### src/fault_check_consts.vh
// constants for the legacy remap fault classifier
`ifndef FAULT_CHECK_CONSTS_VH
`define FAULT_CHECK_CONSTS_VH

// ----------------------------------------------------------------
// register offsets
// ----------------------------------------------------------------
`define OFF_CTRL 12'h000
`define OFF_CAP 12'h004
`define OFF_STATUS 12'h008
`define OFF_CLEAR 12'h00C
`define OFF_ENABLE 12'h010
`define OFF_LAST 12'h014

// ----------------------------------------------------------------
// field positions and values
// ----------------------------------------------------------------
`define CTRL_MODE_LSB 0
`define CTRL_MODE_MSB 1
`define CTRL_RST 32'h0000_0000
`define MODE_LEGACY 2'h0
`define CAP_GUEST_LSB 0
`define CAP_GUEST_MSB 6
`define CAP_HOST_LSB 8
`define CAP_HOST_MSB 14
`define CAP_ZERO_READ_BIT 16
`define CAP_RST 32'h0001_2F2F

// ----------------------------------------------------------------
// request classes, translation type, responses
// ----------------------------------------------------------------
`define RQ_UNTRANSLATED 2'h0
`define RQ_TRANSLATION 2'h1
`define RQ_TRANSLATED 2'h2
`define XLATE_PASS_THROUGH 2'h2
`define RSP_OK 2'h0
`define RSP_UR 2'h1
`define RSP_CA 2'h2
`define RSP_SUCCESS_PERM 2'h3

// ----------------------------------------------------------------
// fault reasons
// ----------------------------------------------------------------
`define FR_NONE 8'h00
`define FR_OVERFLOW 8'h04
`define FR_NO_WRITE 8'h05
`define FR_NO_READ 8'h06
`define FR_NEXT_FETCH 8'h07
`define FR_RSVD 8'h0C

`endif

### src/fault_classify.v
// combinational fault classification of one legacy-mode request
`timescale 1ns/1ps
module fault_classify (
    // mode and capability
    input wire [1:0] translation_table_mode,
    input wire [6:0] max_guest_address_width,
    input wire [6:0] host_address_width,
    input wire zero_length_read_support,
    // request
    input wire [1:0] req_class,
    input wire req_pasid,
    input wire [1:0] translation_type,
    input wire [6:0] context_address_width,
    input wire [63:0] req_addr,
    input wire req_read,
    input wire req_write,
    input wire req_zero_length,
    // walk results
    input wire walk_fetch_error,
    input wire walk_rsvd_nonzero,
    input wire walk_entry_perm_set,
    input wire perm_read,
    input wire perm_write,
    // result
    output reg fault,
    output reg qualified,
    output reg [7:0] reason,
    output reg [1:0] response,
    output reg [3:0] ret_perm
);
`include "fault_check_consts.vh"
    reg [6:0] x_width;
    reg [64:0] lim_x;
    reg [64:0] lim_h;
    reg ovf_x;
    reg ovf_h;
    reg untr;
    reg trq;
    always @* begin
        x_width = (max_guest_address_width < context_address_width) ?
            max_guest_address_width : context_address_width;
        lim_x = 65'h1_0000_0000_0000_0000 >> (7'h40 - x_width);
        lim_h = 65'h1_0000_0000_0000_0000 >> (7'h40 - host_address_width);
        ovf_x = ({1'b0, req_addr} >= lim_x) && (x_width < 7'h40);
        ovf_h = ({1'b0, req_addr} >= lim_h) && (host_address_width < 7'h40);
        untr = (req_class == `RQ_UNTRANSLATED) && !req_pasid;
        trq = (req_class == `RQ_TRANSLATION) && !req_pasid;
        fault = 1'b0;
        qualified = 1'b0;
        reason = `FR_NONE;
        response = `RSP_OK;
        ret_perm = {2'b00, perm_write, perm_read};
        if (translation_table_mode == `MODE_LEGACY) begin
            if ((untr || trq) && walk_fetch_error) begin
                fault = 1'b1;
                reason = `FR_NEXT_FETCH;
                response = untr ? `RSP_UR : `RSP_CA;
            end else if ((untr || trq) && walk_rsvd_nonzero &&
                walk_entry_perm_set) begin
                fault = 1'b1;
                reason = `FR_RSVD;
                response = untr ? `RSP_UR : `RSP_CA;
            end else if ((req_class == `RQ_TRANSLATED) && !req_pasid &&
                ovf_h) begin
                fault = 1'b1;
                reason = `FR_OVERFLOW;
                response = `RSP_UR;
            end else if (untr && translation_type == `XLATE_PASS_THROUGH &&
                ovf_h) begin
                fault = 1'b1;
                reason = `FR_OVERFLOW;
                response = `RSP_UR;
            end else if ((untr || trq) &&
                translation_type != `XLATE_PASS_THROUGH && ovf_x) begin
                fault = 1'b1;
                reason = `FR_OVERFLOW;
                response = untr ? `RSP_UR : `RSP_SUCCESS_PERM;
                ret_perm = 4'h0;
            end else if ((untr || trq) && req_write && !perm_write) begin
                fault = 1'b1;
                reason = `FR_NO_WRITE;
                response = untr ? `RSP_UR : `RSP_SUCCESS_PERM;
            end else if ((untr || trq) && req_read && !perm_read &&
                !(zero_length_read_support && req_zero_length &&
                !req_write && perm_write)) begin
                fault = 1'b1;
                reason = `FR_NO_READ;
                response = untr ? `RSP_UR : `RSP_SUCCESS_PERM;
            end
            qualified = fault;
        end
    end
endmodule // fault_classify

### src/legacy_dma_remap_fault_check.v
// legacy-mode remap fault checker with apb registers and interrupt
//
// Contract
// - checks act only when the translation table mode is legacy 00b.
// - failed next-level entry fetch gives qualified 7h, UR / CA.
// - reserved bits set in an entry with R or W give qualified Ch, UR / CA.
// - address above 2^X-1, X the smaller address width, gives qualified 4h.
// - that overflow answers UR untranslated, success with perms 0 for ATS.
// - translated request above host width gives qualified 4h and UR.
// - pass-through untranslated above host width gives qualified 4h, UR.
// - write or atomic without write permission gives 5h, UR / success.
// - read or atomic without read permission gives 6h, UR / success.
// - zero-length read of a write-only page, when supported, is no fault.
//
// The register offsets and the APB register port were decided locally.
`timescale 1ns/1ps
module legacy_dma_remap_fault_check (
    // clock and reset
    input wire pclk,
    input wire presetn,
    // apb slave
    input wire psel,
    input wire penable,
    input wire pwrite,
    input wire [11:0] paddr,
    input wire [31:0] pwdata,
    output wire pready,
    output reg [31:0] prdata,
    output wire pslverr,
    // request in, same clock
    input wire req_valid,
    input wire [1:0] req_class,
    input wire req_pasid,
    input wire [1:0] translation_type,
    input wire [6:0] context_address_width,
    input wire [63:0] req_addr,
    input wire req_read,
    input wire req_write,
    input wire req_zero_length,
    input wire walk_fetch_error,
    input wire walk_rsvd_nonzero,
    input wire walk_entry_perm_set,
    input wire perm_read,
    input wire perm_write,
    // result out
    output reg rsp_valid_ff,
    output reg rsp_fault_ff,
    output reg rsp_qualified_ff,
    output reg [7:0] rsp_reason_ff,
    output reg [1:0] rsp_code_ff,
    output reg [3:0] rsp_perm_ff,
    // interrupt
    output wire irq
);
`include "fault_check_consts.vh"

    // ------------------------------------------------------------
    // registers
    // ------------------------------------------------------------
    reg [31:0] ctrl_ff;
    reg [31:0] cap_ff;
    reg [2:0] status_ff;
    reg [2:0] enable_ff;
    reg [7:0] last_reason_ff;
    reg [2:0] nxt_status;
    wire fault;
    wire qualified;
    wire [7:0] reason;
    wire [1:0] response;
    wire [3:0] ret_perm;
    wire wr_en;
    wire rd_en;
    wire [2:0] ev;

    assign pready = 1'b1;
    assign wr_en = psel && penable && pwrite;
    assign rd_en = psel && penable && !pwrite;
    assign pslverr = psel && penable && !(paddr == `OFF_CTRL ||
        paddr == `OFF_CAP || paddr == `OFF_STATUS ||
        paddr == `OFF_CLEAR || paddr == `OFF_ENABLE ||
        paddr == `OFF_LAST);

    // ------------------------------------------------------------
    // classifier
    // ------------------------------------------------------------
    fault_classify u_classify (
        .translation_table_mode(ctrl_ff[`CTRL_MODE_MSB:`CTRL_MODE_LSB]),
        .max_guest_address_width(cap_ff[`CAP_GUEST_MSB:`CAP_GUEST_LSB]),
        .host_address_width(cap_ff[`CAP_HOST_MSB:`CAP_HOST_LSB]),
        .zero_length_read_support(cap_ff[`CAP_ZERO_READ_BIT]),
        .req_class(req_class),
        .req_pasid(req_pasid),
        .translation_type(translation_type),
        .context_address_width(context_address_width),
        .req_addr(req_addr),
        .req_read(req_read),
        .req_write(req_write),
        .req_zero_length(req_zero_length),
        .walk_fetch_error(walk_fetch_error),
        .walk_rsvd_nonzero(walk_rsvd_nonzero),
        .walk_entry_perm_set(walk_entry_perm_set),
        .perm_read(perm_read),
        .perm_write(perm_write),
        .fault(fault),
        .qualified(qualified),
        .reason(reason),
        .response(response),
        .ret_perm(ret_perm)
    );

    // events: fault, ur answer, ca answer
    assign ev = {req_valid && response == `RSP_CA,
        req_valid && response == `RSP_UR, req_valid && fault};

    // ------------------------------------------------------------
    // result register
    // ------------------------------------------------------------
    always @(posedge pclk or negedge presetn) begin
        if (!presetn) begin
            rsp_valid_ff <= 1'b0;
            rsp_fault_ff <= 1'b0;
            rsp_qualified_ff <= 1'b0;
            rsp_reason_ff <= `FR_NONE;
            rsp_code_ff <= `RSP_OK;
            rsp_perm_ff <= 4'h0;
        end else begin
            rsp_valid_ff <= req_valid;
            rsp_fault_ff <= req_valid && fault;
            rsp_qualified_ff <= req_valid && qualified;
            rsp_reason_ff <= req_valid ? reason : `FR_NONE;
            rsp_code_ff <= req_valid ? response : `RSP_OK;
            rsp_perm_ff <= req_valid ? ret_perm : 4'h0;
        end
    end

    // ------------------------------------------------------------
    // status, set wins over clear
    // ------------------------------------------------------------
    always @* begin
        nxt_status = status_ff;
        if (wr_en && paddr == `OFF_CLEAR) begin
            nxt_status = status_ff & ~pwdata[2:0];
        end
        nxt_status = nxt_status | ev;
    end

    always @(posedge pclk or negedge presetn) begin
        if (!presetn) begin
            ctrl_ff <= `CTRL_RST;
            cap_ff <= `CAP_RST;
            status_ff <= 3'h0;
            enable_ff <= 3'h0;
            last_reason_ff <= `FR_NONE;
        end else begin
            status_ff <= nxt_status;
            if (req_valid && fault) begin
                last_reason_ff <= reason;
            end
            if (wr_en && paddr == `OFF_CTRL) begin
                ctrl_ff <= {30'h0, pwdata[1:0]};
            end
            if (wr_en && paddr == `OFF_CAP) begin
                cap_ff <= {15'h0, pwdata[16], 1'b0, pwdata[14:8],
                    1'b0, pwdata[6:0]};
            end
            if (wr_en && paddr == `OFF_ENABLE) begin
                enable_ff <= pwdata[2:0];
            end
        end
    end

    assign irq = |(status_ff & enable_ff);

    // ------------------------------------------------------------
    // read data
    // ------------------------------------------------------------
    always @* begin
        prdata = 32'h0;
        if (rd_en) begin
            case (paddr)
                `OFF_CTRL: prdata = ctrl_ff;
                `OFF_CAP: prdata = cap_ff;
                `OFF_STATUS: prdata = {29'h0, status_ff};
                `OFF_ENABLE: prdata = {29'h0, enable_ff};
                `OFF_LAST: prdata = {24'h0, last_reason_ff};
                default: prdata = 32'h0;
            endcase
        end
    end
endmodule // legacy_dma_remap_fault_check

### config.mk
export PLATFORM = sky130hd
export DESIGN_NAME = legacy_dma_remap_fault_check
export DESIGN_NICKNAME = d
export VERILOG_FILES = /design/src/fault_classify.v /design/src/legacy_dma_remap_fault_check.v
export VERILOG_INCLUDE_DIRS = /design/src /design/src/src
export SDC_FILE = /design/constraint.sdc
export NUM_CORES = 1
export LEC_CHECK = 0
export BUFFER_PORTS_ARGS = -buffer_cell sky130_fd_sc_hd__buf_2
export CORE_MARGIN = 2
export CORE_UTILIZATION = 54
export DETAILED_ROUTE_END_ITERATION = 10
export GPL_TIMING_DRIVEN = 0
export PLACE_DENSITY = 0.83
export SYNTH_ARGS = -nofsm -noshare
export SYNTH_HDL_FRONTEND = slang
export SYNTH_SLANG_ARGS = --single-unit
### constraint.sdc
create_clock -name pclk -period 6.3 [get_ports pclk]
set_clock_uncertainty 0.15 [all_clocks]
set_input_delay 0.315 -clock pclk [delete_from_list [all_inputs] [get_ports pclk]]
set_output_delay 0.315 -clock pclk [all_outputs]
set_load 0.05 [all_outputs]
-- Word level (Yosys, flattened, before mapping)
Index checks and enable logic that the tools add are counted.
- bits in registers: 47
- input bits: 134
- output and inout bits: 52
- logic and storage cells: 122
- add/sub/neg operators: 2
- order comparisons: 5
- eq/ne operators: 11
- shifts and indexed selects: 2
- multiplexer cells: 39
- bitwise operators: 4
- reductions and logical operators: 49
- operator list (kind ; number):
    >= comparator 64 x 65 -> 1 bit ; 2
    >> shifter 65 x 7 -> 65 bit (first input constant) ; 2
    case mux 17 bit (5 select lines) ; 1
    two-way mux 8 bit ; 8
    logical AND 1 bit ; 32
    two-way mux 32 bit ; 1
    == test 12 x 4 -> 1 bit (second input constant) ; 2
    == test 12 x 5 -> 1 bit (second input constant) ; 2
    two-way mux 2 bit ; 12
    two-way mux 4 bit ; 6
    < comparator 7 bit (second input constant) ; 2
    subtractor 7 bit (first input constant) ; 2
    == test 12 x 3 -> 1 bit (second input constant) ; 1
    zero test 12 bit ; 1
    two-way mux 1 bit ; 8
    zero test 1 bit ; 7
    < comparator 7 bit ; 1
    two-way mux 7 bit ; 1
    bitwise AND 3 bit ; 2
    == test 2 bit (second input constant) ; 3
    logical OR 1 bit ; 6
    two-way mux 3 bit ; 2
    == test 2 x 1 -> 1 bit (second input constant) ; 2
    zero test 2 bit ; 2
    4 further kinds ; 4

-- Depth between registers and ports, before layout
Gate-level depths: netlist of run 1.
- depth in word-level cells: 17
- gate-level depth with buffers: 22
- mapped depth without buffers: 19

-- By module
From an unflattened synthesis of run 1, not the netlist that was laid out.
- cell total of the unflattened synthesis: 855
- area total of the unflattened synthesis: 6926.6 µm²
- by module, submodules not included (module ; instances ; cells each ; area each (µm²) ; seq. area each (µm²)):
    fault_classify ; 1 ; 668 ; 4591.9 ; 0.0
    legacy_dma_remap_fault_check ; 1 ; 187 ; 2334.7 ; 1214.9

-- Least setup slack after synthesis of run 1
No wires, ideal clock.
- kind: reg-to-reg
- start: reg cap_ff[5]
- end: reg last_reason_ff[0]
- library setup time: 0.126 ns
- data arrival time: 4.678 ns
- setup slack: 1.346 ns
- stages on the path, launching flop included: 21
- path through: dfstp_2 ha_1 or2_2 a21oi_2 o21ai_2 a221o_1 buf_4 xnor2_1 o32ai_2 buf_4 buf_4 nand2_1 ha_1 nand4_1 nor4_1 nand2_1 nor4_1 nor3_1 o21ai_0 o311ai_4 a221o_1
- word-level cells in the longest chain between the ends: 14
- elaborated cells on any way between the ends: 21
- classes of those cells: add/sub (1); order compare (3); shift (1); mux (13); reduce/logical (3)
- ends and longest elaborated chain (what ; RTL line ; source):
    start: declaration ; legacy_dma_remap_fault_check.v:61 ; reg [31:0] cap_ff;
    start signal: assignment ; legacy_dma_remap_fault_check.v:150 ; cap_ff <= `CAP_RST;
    start signal: assignment ; legacy_dma_remap_fault_check.v:163 ; cap_ff <= {15'h0, pwdata[16], 1'b0, pwdata[14:8],
    < comparator 7 bit ; fault_classify.v:40 ; x_width = (max_guest_address_width < context_address_width) ?
    two-way mux 7 bit (*) ; fault_classify.v:40 ;
    subtractor 7 bit ; fault_classify.v:42 ; lim_x = 65'h1_0000_0000_0000_0000 >> (7'h40 - x_width);
    >> shifter 65 x 7 -> 65 bit ; fault_classify.v:42 ;
    >= comparator 64 x 65 -> 1 bit ; fault_classify.v:44 ; ovf_x = ({1'b0, req_addr} >= lim_x) && (x_width < 7'h40);
    logical AND 1 bit (*) ; fault_classify.v:44 ;
    logical AND 1 bit (*) ; fault_classify.v:73 ; end else if ((untr || trq) &&
    two-way mux 1 bit ; fault_classify.v:73 ;
    two-way mux 1 bit ; fault_classify.v:68 ; end else if (untr && translation_type == `XLATE_PASS_THROUGH &&
    two-way mux 1 bit ; fault_classify.v:63 ; end else if ((req_class == `RQ_TRANSLATED) && !req_pasid &&
    two-way mux 1 bit ; fault_classify.v:58 ; end else if ((untr || trq) && walk_rsvd_nonzero &&
    two-way mux 1 bit ; fault_classify.v:54 ; if ((untr || trq) && walk_fetch_error) begin
    two-way mux 1 bit ; fault_classify.v:53 ; if (translation_table_mode == `MODE_LEGACY) begin
    logical AND 1 bit ; legacy_dma_remap_fault_check.v:156 ; if (req_valid && fault) begin
    end signal: assignment ; legacy_dma_remap_fault_check.v:153 ; last_reason_ff <= `FR_NONE;
    end signal: assignment ; legacy_dma_remap_fault_check.v:157 ; last_reason_ff <= reason;
    end: declaration ; legacy_dma_remap_fault_check.v:64 ; reg [7:0] last_reason_ff;
Every way passes the cells marked *; elsewhere a longest branch is shown, timed or not.
A chain may end at the register's enable or synchronous reset.

-- Worst setup path in the final report of run 1
- start: reg cap_ff[2]
- end: reg last_reason_ff[1]
Same word-level chain as after synthesis.

==> flow_summary_export.csv, run 1 <==
group,metric,value,unit
die,coreArea,11400,µm²
clocking,post-cts-setup-buffer-count,0,
critical_path,crit_fanout,10,
cells_and_area,seqCellArea,940,µm²
cells_and_area,multiInputGateArea,5020,µm²
timing,rsz0062_at_grt,"false",
timing,fin_crit_sh,93.4,%
route,via_count,6901,
critical_path,path_delay_family,"compound AO/OA/AOI/OAI gates",
pwr,power.internal,0.520,mW
global_routing,grt_max_degree,38,
route,wl_per_cell,16.5,µm
synth,ys_ff_latch,37,
critical_path,crit_buf_inv,3,
timing,fmax,0.170,GHz
cells_and_area,stdcell_count,1156,
cells_and_area,num_antenna_cells,0,
clocking,clock_latency,0.28,ns
cells_and_area,fillCellCount,1051,
global_routing,grt_pass1_vias,6413,
clocking,htreeDepth,2,
pwr,switching_share,34.6,%
die,initial_core_util,55.0,%
synth,synth.distinct_cells,64,
pwr,p_leak,3.41,nW
die,ioPinCount,186,
critical_path,worst_ep_required_time,6.31,ns
clocking,clkTransAtPathRegs,0.06,ns
synth,synth_flop_cell,"dfrtp_1",
die,die_area,12500,µm²
route,drt_first_pass_iters,8,
critical_path,slowest_stage,"dfstp_2",
critical_path,critPathMaxStageDelay,0.60,ns
route,dr.first_iter.drc_count,602,
route,routed_wl,19100,µm
timing,fin_setup_tns,0,ns
synth,netlist_area,6260,µm²
pwr,seqPwrFrac,31.8,%
timing,finalCriticalPeriod,5.89,ns
pwr,p_per_area,107,nW/µm²
die,die_x,112,µm
critical_path,crit_path_end_kind,"register",
route,ant_nets,0,
pwr,power.share.clock,33.3,%
cells_and_area,drive_gt1_share,22.5,%
cells_and_area,most-common-layout-cells,"nand2_1, buf_2, ha_1",
timing,finalHoldViolations,0,
cells_and_area,final_common_cell,"nand2_1",
flow_run,max_cap_violations,0,
pwr,p_comb_share,34.9,%
global_routing,antenna_found_initial,0,
placed_design,hpwl,15800,µm
critical_path,path_cells,"ha_1 > a21o_1 > a31oi_1 > o21a_2 > o21ai_2 > a221o_1 > buf_4 > mux2i_1 > mux2i_1 > clkbuf_1 > nand2_1 > ha_1 > nand4_1 > nor4_1 > inv_1 > nor3_2 > a41oi_1 > a21boi_1 > o311ai_4 > a221o_1",
clocking,cts_resized,0,
clocking,holdBufCountCts,1,
timing,tightest_slew,1.12,ns
placed_design,port_buffers,143,
worst_hold_path,hold_class,"in -> reg",
status,status,"finished, final reports clean",
timing,fin_ws,0.414,ns
timing,drv_slew,0,
clocking,cts_tree,"done",
synth,synth_warnings,0,
placed_design,dp_cells,1146,
synth,synth-seq-area-share,15.0,%
critical_path,critPathLaunchType,"register",
route,vias_per_cell,5.97,
synth,async_reset_ff_share,100,%
clocking,cts_buffer_depth,2,
pwr,ir_worst_vdd,126,µV
timing,whs,0.0774,ns
synth,avgSynthCellArea,7.47,µm²
cells_and_area,area_growth,18.5,%
clocking,cts-root-buf,"clkbuf_16",
placed_design,place_ws,0.524,ns
die,die_y,112,µm
global_routing,grt_use_total,30.1,%
placed_design,gp_congestion,1.02,
critical_path,crit_type,"reg -> reg",
timing,finalSetupViolations,0,
clocking,cts_sinks,37,
synth,synth_edf_count,0,
clocking,cts_made_buffers,5,
pwr,p_switching,0.275,mW
critical_path,cp.arrival,5.90,ns
global_routing,grt_pass1_wl,30900,µm
die,rows,39,
timing,relSlewSlack,25.0,%
global_routing,grt_overflow,0,
synth,netlist_instances,838,
cells_and_area,nNetsFinal,1282,
route,drcViolationCount,0,
==> through the flow <==
stage | utilization (%) | total power [mW] | area, µm²
detailed placement | 63.7 | 0.526 | 7240
global placement | 63.6 | 0.521 | 7230
finish | 65.2 | 0.795 | 7420
floorplan | - | 0.431 | 6340
global route | 65.2 | 0.842 | 7420
CTS | 65.2 | 0.790 | 7410
==> layout make-up <==
cell class | count | share of cell area (%)
Clock inverter | 1 | 0.0675
Buffer | 48 | 4.05
Inverter | 24 | 1.21
Sequential cell | 37 | 12.7
Tap cell | 143 | 2.41
Clock buffer | 7 | 2.06
Multi-Input combinational cell | 751 | 67.7
Timing Repair Buffer | 145 | 9.85
==> registers in the layout (all words and copies together) (netlist names) <==
register	flops
rsp_code_ff	2
rsp_qualified_ff	1
enable_ff	3
ctrl_ff	2
cap_ff	15
status_ff	3
rsp_valid_ff	1
rsp_perm_ff	2
rsp_reason_ff	4
last_reason_ff	4
==> power by group through the flow <==
stage / Combinational (mW) / Sequential (mW) / Clock, mW
3_5_place_dp: 0.271 / 0.256 / 0
2_1_floorplan: 0.164 / 0.267 / 0
6_report: 0.278 / 0.253 / 0.265
4_1_cts: 0.273 / 0.252 / 0.265
5_1_grt: 0.308 / 0.253 / 0.282
3_3_place_gp: 0.266 / 0.256 / 0
==> worst paths after layout <==
kind	depth (start not counted)	from	end	slack (ns)
worst max-delay path	20	cap_ff[2]$_DFFE_PN1P_	last_reason_ff[1]$_DFFE_PN0P_	0.41
worst min-delay path	1	req_valid	rsp_valid_ff$_DFF_PN0_	0.08
worst max register to register	20	cap_ff[2]$_DFFE_PN1P_	last_reason_ff[1]$_DFFE_PN0P_	0.41
worst min register to register	1	last_reason_ff[2]$_DFFE_PN0P_	last_reason_ff[2]$_DFFE_PN0P_	0.32
max in group asynchronous	2	presetn	cap_ff[4]$_DFFE_PN0P_	4.96
min in group asynchronous	2	presetn	rsp_valid_ff$_DFF_PN0_	0.52
==> layer usage <==
layer / wire length (µm) / GRT usage [%] / up-vias
li1: - / - / 3373
met4: 620 / 10.6 / 0
met3: 1590 / 4.41 / 53
met5: 0 / 0 / -
met1: 8320 / 40.3 / 3113
met2: 8600 / 49.7 / 362
==> kinds of logic after synthesis <==
| kind of cell | share of synthesized area, % |
|---|---|
| other | 0.120 |
| muxes | 3.84 |
| buffers and inverters | 6.24 |
| AOI/OAI and AO/OA | 18.1 |
| and+or+nand+nor | 28.9 |
| DFF | 15.0 |
| xor gates and xnor gates | 0.560 |
| adders and majority gates | 27.2 |
==> synthesized netlist by cell type, types with 6 or more instances <==
| master | n | area share (%) |
|---|---|---|
| ha_1 | 136 | 27 |
| or3_1 | 6 | 0.60 |
| nand2_1 | 175 | 10 |
| mux2i_1 | 6 | 0.96 |
| a21o_1 | 9 | 1.1 |
| nand4_1 | 32 | 3.2 |
| buf_2 | 6 | 0.48 |
| clkbuf_1 | 8 | 0.48 |
| a21oi_1 | 69 | 5.5 |
| buf_4 | 28 | 3.4 |
| a22oi_1 | 6 | 0.72 |
| dfrtp_1 | 26 | 10 |
| dfstp_2 | 11 | 4.6 |
| o21ai_0 | 39 | 3.1 |
| nand2b_1 | 9 | 0.90 |
| a211oi_1 | 13 | 1.6 |
| inv_1 | 24 | 1.4 |
| mux2_2 | 16 | 2.9 |
| and2_1 | 12 | 1.2 |
| nor4_1 | 15 | 1.5 |
| nor2_1 | 64 | 3.8 |
| nand3_1 | 21 | 1.7 |
| nor3_1 | 23 | 1.8 |
Note: power is estimated with default switching activity, not from simulation.
==> run 2: changes to the inputs <==
--- a/config.mk
+++ b/config.mk
@@ -8,10 +8,10 @@
 export LEC_CHECK = 0
 export BUFFER_PORTS_ARGS = -buffer_cell sky130_fd_sc_hd__buf_2
 export CORE_MARGIN = 2
-export CORE_UTILIZATION = 54
+export CORE_UTILIZATION = 50
 export DETAILED_ROUTE_END_ITERATION = 10
 export GPL_TIMING_DRIVEN = 0
-export PLACE_DENSITY = 0.83
+export PLACE_DENSITY = 0.78
 export SYNTH_ARGS = -nofsm -noshare
 export SYNTH_HDL_FRONTEND = slang
 export SYNTH_SLANG_ARGS = --single-unit
==> constraint.sdc (replaced) <==
create_clock -name pclk -period 6.2 [get_ports pclk]
set_clock_uncertainty 0.15 [all_clocks]
set_input_delay 0.31 -clock pclk [delete_from_list [all_inputs] [get_ports pclk]]
set_output_delay 0.31 -clock pclk [all_outputs]
set_load 0.05 [all_outputs]
==> run 2 against run 1 <==
Effect of this change: sequential share of layout area about the same; register-to-register slack hardly changed; critical endpoint is now last_reason_ff[0]$_DFFE_PN0P_; critical path type unchanged; fmax rose by 1.6%; non-clock buffer count fell by 1; cell count is 2.1% higher; sequential power barely moved; clock power fell by 6%; sequential cell count stayed put; worst setup slack got worse by 0.0048 ns; wire length up 0.83%; die area rose by 7.7%; largest power group unchanged.
==> flow_summary_export.csv, run 2 (synthesized netlist as in run 1, its figures left out) <==
group,metric,value,unit
placed_design,hpwl,16200,µm
critical_path,timing.rr.start,"cap_ff[5]$_DFFE_PN1P_",
critical_path,cp.arrival,5.80,ns
timing,finalSetupViolations,0,
global_routing,grt_overflow,0,
global_routing,antenna_found_initial,0,
critical_path,critPathLaunchType,"register",
die,die_area,13400,µm²
worst_hold_path,hold_class,"in -> reg",
timing,fin_setup_tns,0,ns
route,ant_nets,0,
timing,finalHoldViolations,0,
timing,drv_slew,0,
cells_and_area,stdcell_count,1180,
cells_and_area,nNetsFinal,1281,
critical_path,crit_type,"reg -> reg",
cells_and_area,fin_area,7440,µm²
clocking,clock_latency,0.28,ns
global_routing,grt_pass1_vias,6227,
cells_and_area,largest_reg_flops,15,
pwr,p_per_area,106,nW/µm²
clocking,post-cts-setup-buffer-count,0,
clocking,htreeDepth,2,
pwr,ir_worst_vdd,92.8,µV
timing,tightest_slew,1.18,ns
clocking,cts_sinks,37,
route,via_count,6828,
critical_path,crit_fanout,10,
cells_and_area,num_antenna_cells,0,
cells_and_area,reg_top3,"cap_ff (15), last_reason_ff (4), rsp_reason_ff (4)",
pwr,p_leak,3.40,nW
route,routed_wl,19300,µm
cells_and_area,area_growth,18.9,%
route,vias_per_cell,5.79,
route,dr.first_iter.drc_count,700,
die,die_y,116,µm
global_routing,grt_use_total,28.7,%
flow_run,max_cap_violations,0,
clocking,cts_buffer_depth,2,
route,drt_first_pass_iters,7,
status,status,"finished, final reports clean",
placed_design,port_buffers,143,
clocking,clkTransAtPathRegs,0.05,ns
critical_path,cp-startpoint,"cap_ff[5]$_DFFE_PN1P_",
die,initial_core_util,51.7,%
placed_design,place_area,7280,µm²
die,die_x,116,µm
timing,relSlewSlack,20.7,%
timing,finalCriticalPeriod,5.79,ns
critical_path,crit_path_end_kind,"register",
die,rows,40,
cells_and_area,final_common_cell,"nand2_1",
placed_design,dp_cells,1171,
timing,fin_crit_sh,93.4,%
global_routing,grt_pass1_wl,30500,µm
die,coreArea,12100,µm²
cells_and_area,drive_gt1_share,22.4,%
clocking,cts_made_buffers,5,
worst_hold_path,hp-start,"req_valid",
placed_design,gp_congestion,0.998,
timing,fmax,0.173,GHz
cells_and_area,top_register,"cap_ff",
clocking,cts-root-buf,"clkbuf_16",
timing,rsz0062_at_grt,"false",
critical_path,worst_ep_required_time,6.21,ns
cells_and_area,most-common-layout-cells,"nand2_1, buf_2, ha_1",
route,wl_per_cell,16.3,µm
global_routing,grt_max_degree,38,
die,ioPinCount,186,
clocking,cts_tree,"done",
route,drcViolationCount,0,
cells_and_area,fillCellCount,1162,
## run 2: power by group
| part | internal, mW | switching (mW) | leakage (nW) |
|---|---|---|---|
| clock network | 0.160 | 0.0881 | 0.0712 |
| registers | 0.251 | 0.00552 | 0.447 |
| logic | 0.107 | 0.174 | 2.88 |
## run 2: metrics by stage
step | util (%) | power [mW] | setup slack, ns | hold WS, ns
global placement | 60.0 | 0.531 | 0.493 | 0.287
finish | 61.4 | 0.786 | 0.409 | 0.0751
floorplan | - | 0.438 | 1.25 | -0.136
detailed placement | 60.1 | 0.536 | 0.449 | 0.281
CTS | 61.4 | 0.786 | 0.428 | 0.0732
global route | 61.4 | 0.835 | 0.0289 | 0.0671
## run 2: per-layer routing
metal	GRT usage [%]	routed length, µm
met5	0	0
met4	7.70	431
met3	3.71	1700
met2	47.1	8660
met1	39.7	8490
## run 2: final timing paths
kind,end,slack [ns],depth (start not counted)
worst max-delay path,last_reason_ff[0]$_DFFE_PN0P_,0.41,20
min in group asynchronous,rsp_valid_ff$_DFF_PN0_,0.52,2
worst min-delay path,rsp_valid_ff$_DFF_PN0_,0.08,1
worst min register to register,last_reason_ff[2]$_DFFE_PN0P_,0.35,1
max in group asynchronous,cap_ff[4]$_DFFE_PN0P_,4.87,2
worst max register to register,last_reason_ff[0]$_DFFE_PN0P_,0.41,20
## run 2: repair_timing
item                                    4_1_cts  5_1_grt
hold buffers                                  1        0
endpoints found under the setup margin        0        3
gates resized for setup                       0        2
hold endpoints to repair                     26        0
## run 2: worst max-delay path: stages (launching register included)
cell	delay, ns
dfstp_2	0.61
ha_1	0.25
or2_2	0.29
a21oi_2	0.29
o21ai_2	0.11
a221o_1	0.33
buf_4	0.16
mux2i_1	0.11
mux2i_1	0.37
buf_2	0.31
buf_6	0.16
nand2_1	0.07
ha_1	0.29
nand4_1	0.15
nor4_1	0.44
inv_1	0.10
nor3_2	0.35
a41oi_1	0.20
a21boi_1	0.30
o311ai_4	0.22
a221o_1	0.40
## run 2: layout make-up
type                            instances  area, µm²  area share, %
Clock buffer                            8        146           1.97
Buffer                                 48        302           4.05
Tap cell                              168        210           2.83
Inverter                               24       90.1           1.21
Multi-Input combinational cell        751       5030           67.6
Timing Repair Buffer                  144        726           9.75
Sequential cell                        37        940           12.6
